**config.mk**
```make
export PLATFORM = sky130hd
export DESIGN_NAME = swl_link
export DESIGN_NICKNAME = d
export VERILOG_FILES = /design/src/hw/swl_pkg.sv /design/src/hw/swl_low_timer.sv /design/src/hw/swl_link.sv
export VERILOG_INCLUDE_DIRS = /design/src /design/src/hw
export SDC_FILE = /design/constraint.sdc
export NUM_CORES = 1
export LEC_CHECK = 0
export ABC_AREA = 1
export BUFFER_PORTS_ARGS = -buffer_cell sky130_fd_sc_hd__buf_4
export CORE_MARGIN = 5
export CORE_UTILIZATION = 56
export CTS_BUF_LIST = sky130_fd_sc_hd__clkbuf_8 sky130_fd_sc_hd__clkbuf_16
export DETAILED_ROUTE_END_ITERATION = 8
export PLACE_DENSITY = 0.76
export SETUP_SLACK_MARGIN = 0.2
export SLEW_MARGIN = 20
export SYNTH_ARGS = -nofsm -noshare
export SYNTH_HDL_FRONTEND = slang
export SYNTH_SLANG_ARGS = --single-unit
```
**constraint.sdc**
```tcl
create_clock -name core_clk -period 1.75 [get_ports core_clk]
set_clock_uncertainty 0.15 [all_clocks]
set_input_delay 0 -clock core_clk [delete_from_list [all_inputs] [get_ports core_clk]]
set_output_delay 0 -clock core_clk [all_outputs]
set_load 0.01 [all_outputs]
```
**src/hw/swl_consts.svh**
```systemverilog
// Timing constants of the single-wire time-slot link, device end
`ifndef SWL_CONSTS_SVH
`define SWL_CONSTS_SVH

// ****************************************************************
// Clock
// ****************************************************************
`define SWL_CLK_MHZ        20
`define SWL_CNT_W          16

// ****************************************************************
// Times in microseconds
// ****************************************************************
`define SWL_T_WIN_LO_US    15
`define SWL_T_WIN_HI_US    60
`define SWL_T_SAMPLE_US    30
`define SWL_T_READ_HOLD_US 30
`define SWL_T_RST_DET_US   440
`define SWL_T_PDH_US       30
`define SWL_T_PDL_US       120

// ****************************************************************
// Cycle counts derived from the times (exact at whole MHz)
// ****************************************************************
`define SWL_WIN_LO_CYC     (`SWL_T_WIN_LO_US * `SWL_CLK_MHZ)
`define SWL_WIN_HI_CYC     (`SWL_T_WIN_HI_US * `SWL_CLK_MHZ)
`define SWL_SAMPLE_CYC     (`SWL_T_SAMPLE_US * `SWL_CLK_MHZ)
`define SWL_READ_HOLD_CYC  (`SWL_T_READ_HOLD_US * `SWL_CLK_MHZ)
`define SWL_RST_DET_CYC    (`SWL_T_RST_DET_US * `SWL_CLK_MHZ)
`define SWL_PDH_CYC        (`SWL_T_PDH_US * `SWL_CLK_MHZ)
`define SWL_PDL_CYC        (`SWL_T_PDL_US * `SWL_CLK_MHZ)

`endif

```
**src/hw/swl_pkg.sv**
```systemverilog
// Types shared by the single-wire link device end
package swl_pkg;

  typedef enum logic [2:0] {
    SWL_IDLE       = 3'b000,
    SWL_SLOT       = 3'b001,
    SWL_RST_LOW    = 3'b010,
    SWL_PRES_WAIT  = 3'b011,
    SWL_PRES_DRIVE = 3'b100
  } swl_state_t;

  typedef struct packed {
    logic slot_is_read;
    logic tx_bit;
  } swl_user_in_t;

  typedef struct packed {
    logic rx_valid;
    logic rx_bit;
    logic reset_seen;
    logic presence_done;
  } swl_user_out_t;

  typedef struct packed {
    swl_state_t    state;
    logic [15:0]   cnt;
    logic          prev;
    logic          rd;
    logic          oe;
    logic          dq_lvl;
    swl_user_out_t out;
  } swl_core_t;

  typedef struct packed {
    logic [15:0] cnt;
  } swl_tmr_t;

endpackage : swl_pkg

```
**src/hw/swl_low_timer.sv**
```systemverilog
// Saturating counter of how long the data line has stayed low
`timescale 1ns/10ps
`default_nettype none

module swl_low_timer #(
  parameter int unsigned SAT = 16'hFFFF
) (
  input  wire logic        core_clk,
  input  wire logic        rst,
  input  wire logic        clr,
  output logic [15:0]      count_q
);
  import swl_pkg::*;

  swl_tmr_t q;
  swl_tmr_t d;

  always_comb begin
    d = q;
    if (clr) begin
      d.cnt = 16'h0000;
    end else if (q.cnt != 16'(SAT)) begin
      d.cnt = q.cnt + 16'h0001;
    end
  end

  always_ff @(posedge core_clk or posedge rst) begin
    if (rst) begin
      q <= '0;
    end else begin
      q <= d;
    end
  end

  assign count_q = q.cnt;

endmodule : swl_low_timer

`default_nettype wire

```
**src/hw/swl_link.sv**
```systemverilog
// Device end of the single-wire time-slot link: slots, reset and presence
`timescale 1ns/10ps
`default_nettype none
`include "swl_consts.svh"

module swl_link #(
  parameter int unsigned RST_DET_CYC = `SWL_RST_DET_CYC
) (
  input  wire logic                  core_clk,
  input  wire logic                  rst,
  input  wire logic                  dq_i,
  output logic                       dq_o,
  output logic                       dq_oe,
  input  wire swl_pkg::swl_user_in_t user_in,
  output swl_pkg::swl_user_out_t     user_out
);
  import swl_pkg::*;

  // ****************************************************************
  // Timing thresholds
  // ****************************************************************
  localparam logic [15:0] SAMPLE_C = 16'(`SWL_SAMPLE_CYC);
  localparam logic [15:0] HOLD_C   = 16'(`SWL_READ_HOLD_CYC);
  localparam logic [15:0] PDH_C    = 16'(`SWL_PDH_CYC);
  localparam logic [15:0] PDL_C    = 16'(`SWL_PDL_CYC);
  localparam logic [15:0] RST_C    = 16'(RST_DET_CYC);
  localparam logic [15:0] WIN_LO_C = 16'(`SWL_WIN_LO_CYC);
  localparam logic [15:0] WIN_HI_C = 16'(`SWL_WIN_HI_CYC);

  function automatic logic [15:0] sat_inc(input logic [15:0] v);
    sat_inc = (v == 16'hFFFF) ? v : v + 16'h0001;
  endfunction : sat_inc

  swl_core_t   q;
  swl_core_t   d;
  logic [15:0] low_cnt;
  logic        fall;
  logic        reset_det;

  // ****************************************************************
  // Low-time measurement
  // ****************************************************************
  swl_low_timer #(
    .SAT (16'hFFFF)
  ) u_low_timer (
    .core_clk (core_clk),
    .rst      (rst),
    .clr      (dq_i),
    .count_q  (low_cnt)
  );

  assign fall      = q.prev & ~dq_i;
  // Line high this cycle means the low has ended, even if the timer lags
  assign reset_det = ~dq_i & (low_cnt >= RST_C);

  // ****************************************************************
  // Slot and presence engine
  // ****************************************************************
  always_comb begin
    d                   = q;
    d.prev              = dq_i;
    d.dq_lvl            = 1'b0;
    d.out.rx_valid      = 1'b0;
    d.out.reset_seen    = 1'b0;
    d.out.presence_done = 1'b0;
    if (reset_det && q.state != SWL_RST_LOW) begin
      // Abort whatever was running and let go of the line
      d.state = SWL_RST_LOW;
      d.oe    = 1'b0;
      d.cnt   = 16'h0000;
    end else begin
      case (q.state)
        SWL_IDLE: begin
          if (fall) begin
            d.state = SWL_SLOT;
            d.cnt   = 16'h0000;
            d.rd    = user_in.slot_is_read;
            // Drive at once: the host already holds the line low
            d.oe    = user_in.slot_is_read & ~user_in.tx_bit;
          end
        end
        SWL_SLOT: begin
          d.cnt = sat_inc(q.cnt);
          if (!q.rd && q.cnt == SAMPLE_C) begin
            d.out.rx_valid = 1'b1;
            d.out.rx_bit   = dq_i;
          end
          if (q.rd && q.cnt == HOLD_C) begin
            d.oe = 1'b0;
          end
          // Besides a reset-length low, only a high line after the sample point ends the slot
          if (q.cnt > SAMPLE_C && dq_i && !q.oe) begin
            d.state = SWL_IDLE;
          end
        end
        SWL_RST_LOW: begin
          d.oe = 1'b0;
          if (dq_i) begin
            d.state          = SWL_PRES_WAIT;
            d.cnt            = 16'h0000;
            d.out.reset_seen = 1'b1;
          end
        end
        SWL_PRES_WAIT: begin
          d.cnt = sat_inc(q.cnt);
          if (q.cnt == PDH_C - 16'h0001) begin
            d.state = SWL_PRES_DRIVE;
            d.cnt   = 16'h0000;
            d.oe    = 1'b1;
          end
        end
        SWL_PRES_DRIVE: begin
          d.cnt = sat_inc(q.cnt);
          if (q.cnt == PDL_C - 16'h0001) begin
            d.state             = SWL_IDLE;
            d.oe                = 1'b0;
            d.out.presence_done = 1'b1;
          end
        end
        default: begin
          d.state = SWL_IDLE;
          d.oe    = 1'b0;
        end
      endcase
    end
  end

  always_ff @(posedge core_clk or posedge rst) begin
    if (rst) begin
      q       <= '0;
      q.prev  <= 1'b1;
      q.state <= SWL_IDLE;
    end else begin
      q <= d;
    end
  end

  assign dq_o     = q.dq_lvl;
  assign dq_oe    = q.oe;
  assign user_out = q.out;

  // ****************************************************************
  // Assertions
  // ****************************************************************
  localparam int RD_LO  = 1;
  localparam int RD_HI  = 2;

  logic [15:0] pres_len_q;
  logic [15:0] gap_len_q;

  always_ff @(posedge core_clk or posedge rst) begin
    if (rst) begin
      pres_len_q <= 16'h0000;
    end else if (q.state == SWL_PRES_DRIVE) begin
      pres_len_q <= sat_inc(pres_len_q);
    end else begin
      pres_len_q <= 16'h0000;
    end
  end

  // The quiet gap is far too long for a delay range, so it is counted here
  always_ff @(posedge core_clk or posedge rst) begin
    if (rst) begin
      gap_len_q <= 16'h0000;
    end else if (q.state == SWL_PRES_WAIT) begin
      gap_len_q <= sat_inc(gap_len_q);
    end else begin
      gap_len_q <= 16'h0000;
    end
  end
endmodule : swl_link

`default_nettype wire

```
==> results.cfg <==
[run_status]
status = complete, but fails checks
violations = hold timing, setup timing

[worst_setup_path]
cp.required_ns = 1.81
cp_slowest_stage_delay_ns = 0.46
reg2reg_from = q[13]$_DFFE_PP0P_
end_kind = flip-flop
crit_top_cell = nand2_1
r2r-end = q[24]$_DFFE_PP0P_
cp-start-kind = flip-flop
critPathArrivalTime_ns = 1.99
path_class = reg2reg
path_cells = nor2_4 -> nand2_4 -> nor3_4 -> nand2_1 -> nand2_1 -> nand2_1 -> inv_2 -> nand2_2 -> nand2_4 -> nand2_2 -> nand2_1 -> nand2_1
r2r_cells = 12
rrSetupSlack_ns = -0.19
crit_fanout = 5
crit_path_top_delay_cell = dfrtp_2

[clock_tree]
cts_sinks = 42
clk_pin_slew_worst_paths_ns = 0.09
cts_buffers = 5
clock_latency_ns = 0.31
cts-root-buf = clkbuf_8
cts_tree = done
clock_path_buffers = 2
cts_max_level = 2

[die]
dieHeight_um = 82.2
ios = 11
fp.coreArea_sq_um = 5070
fp.dieW_um = 82.2
num_rows = 26
die-area_sq_um = 6760
initial_core_util_pct = 57.6

[synth]
ys_seq_elements = 42
yosys.area.top_type_share_pct = 35.1
synth_area_leader_cell = dfrtp_1
netlist_instances = 439
synth_area_leaders = dfrtp_1 35%, nand2_1 17%, inv_1 8.2%, nor2_1 6.0%, nand3_1 4.8%
synthArstFlopShare_pct = 100
ys_seq_area_share_pct = 36.0
ys_warn_count = 0
synth_edf_count = 0
yosys-top-cells-count = 129 x nand2_1, 64 x inv_1, 47 x nor2_1, 41 x dfrtp_1, 28 x nand3_1
ys_types = 38
synth.most_common_cell = nand2_1
synth_flop_cell = dfrtp_1
syn_area_sq_um = 2920
avgSynthCellArea_sq_um = 6.66
syn_nets = 448

[min_path]
min_path_cells = 4
min_path_type = in2reg
hold_end = q[6]$_DFFE_PP0P_
worstHoldStart = dq_i

[global_route]
grt_max_degree = 24
track_usage_pct = 28.5
grt_pass1_wl_um = 14700
grt_overflow = 0
first_global_vias = 3134
grt_antenna_before_repair = 0

[power_and_ir_drop]
finalPower_mw = 3.31
p_per_area_nw_per_um2 = 788
peakVddDrop_mv = 0.986
p_leak_nw = 2.08

[finish]
drive_above_1_share_pct = 41.0
fin_cells = 585
diodes = 0
area_delta_synth_final_pct = 43.7
layout.nets = 523
fillerInstances = 290

[route]
wl_per_cell_um = 17.2
drt-initial-drc-count = 508
antenna_left = 0
vias_per_cell = 5.85
vias = 3420
drt-total-wl_um = 10100
drc = 0
firstDrtPassIters = 5

[timing]
finalCritPeriodShare_pct = 111
maxSlewViolCount = 0
rsz0062_at_grt = yes
period_minus_slack_ns = 1.94
hold_viol = 1
layout_setup_ws_ns = -0.186
tightest_slew_ns = 0.574
slew_headroom_pct = 61.7
fin_hold_ws_ns = -0.00853
fmax_ghz = 0.517
setup_violations = 19

[placement]
place_hpwl_um = 5490
gp_congestion = 0.944
placed_cells_incl_taps = 550
portBuffers = 9

[job]
maxCapViolations = 0
## sequential cells by signal (all words and copies together), names as in the netlist
name / count
user_out: 4
dq_oe: 1
q: 21
u_low_timer.count_q: 16
## critical path: cells and delay by family, from the launching register on
| kind | cells | cell delay [ns] |
|---|---|---|
| simple gates | 11 | 1.15 |
| flops | 1 | 0.46 |
| buf+inv | 1 | 0.08 |
## logic make-up after synthesis
logic type | count (synthesis) | share of synthesized area, %
AO/OA/AOI/OAI | 59 | 11.9
XOR/XNOR | 7 | 2.10
adder cells (fa/ha/maj) | 4 | 1.71
buffers and inverters | 83 | 12.4
flip-flops | 42 | 36.0
other | 1 | 0.128
AND/OR/NAND/NOR | 243 | 35.8
## layer usage
layer  vias up  global-route usage [%]  routed length [um]
met1      1596                    36.0                3780
met5         -                       0                   0
met3        54                    5.21                 877
li1       1548                       -                   -
met2       222                    47.6                4980
met4         0                    12.3                 457
## power breakdown
part           leakage [nW]  switching [mW]  internal [mW]
clock network        0.0585           0.384          0.428
logic                  1.47           0.840          0.501
registers             0.555          0.0927           1.06
## stage by stage
stage | area [sq um] | setup WS (ns) | utilization (%) | TNS, ns
2_1_floorplan | 2970 | 0.101 | - | 0
3_3_place_gp | 3390 | -0.0297 | 66.8 | -0.0647
3_5_place_dp | 3390 | -0.0679 | 66.8 | -0.711
4_1_cts | 3890 | 0.0337 | 76.6 | 0
5_1_grt | 4200 | -0.240 | 82.8 | -4.32
6_report | 4200 | -0.186 | 82.8 | -1.49
## placed cells by master (no fill, tap or decap), types with 8 or more instances in the layout
cell     count
o21ai_1     16
nor2_4      10
nand2_2     19
inv_1       52
nor2_1      26
dfrtp_2     11
inv_2       12
nand3_2      8
nand3_1     17
dfrtp_1     30
nand2_4      8
nand2_1    107
o21ai_2      8
nor3_2      12
o21ai_0     10
buf_4       64
nor2_2      13
## worst max-delay path by stage
stage / startpoint / end / slack (ns)
4_1_cts: u_low_timer.count_q[12]$_DFFE_PP0P_ / q[25]$_DFFE_PP0P_ / 0.03
3_5_place_dp: q[8]$_DFFE_PP0P_ / q[11]$_DFFE_PP0P_ / -0.07
3_3_place_gp: q[9]$_DFFE_PP0P_ / q[11]$_DFFE_PP0P_ / -0.03
2_1_floorplan: q[8]$_DFFE_PP0P_ / q[14]$_DFFE_PP0P_ / 0.10
5_1_grt: q[13]$_DFFE_PP0P_ / q[25]$_DFFE_PP0P_ / -0.24
6_report: q[13]$_DFFE_PP0P_ / q[24]$_DFFE_PP0P_ / -0.19
## layout make-up
class | instances | area, sq um | area share (%)
multi-input cells | 316 | 1980 | 47.2
inverters | 69 | 273 | 6.49
repair buffers | 80 | 679 | 16.2
clock inverters | 3 | 43.8 | 1.04
flip-flops and latches | 42 | 1070 | 25.4
clock buffers | 5 | 68.8 | 1.64
well taps | 70 | 87.6 | 2.09
## timing repair
item | in CTS | in global routing
resized for setup | 69 | 65
cloned | 2 | 0
endpoints found under the hold margin | 53 | 1
hold buffers | 4 | 2
pin swaps | 17 | 23
setup endpoints to repair | 39 | 40
setup buffers | 8 | 11
Power figures use the tool's default switching activity.
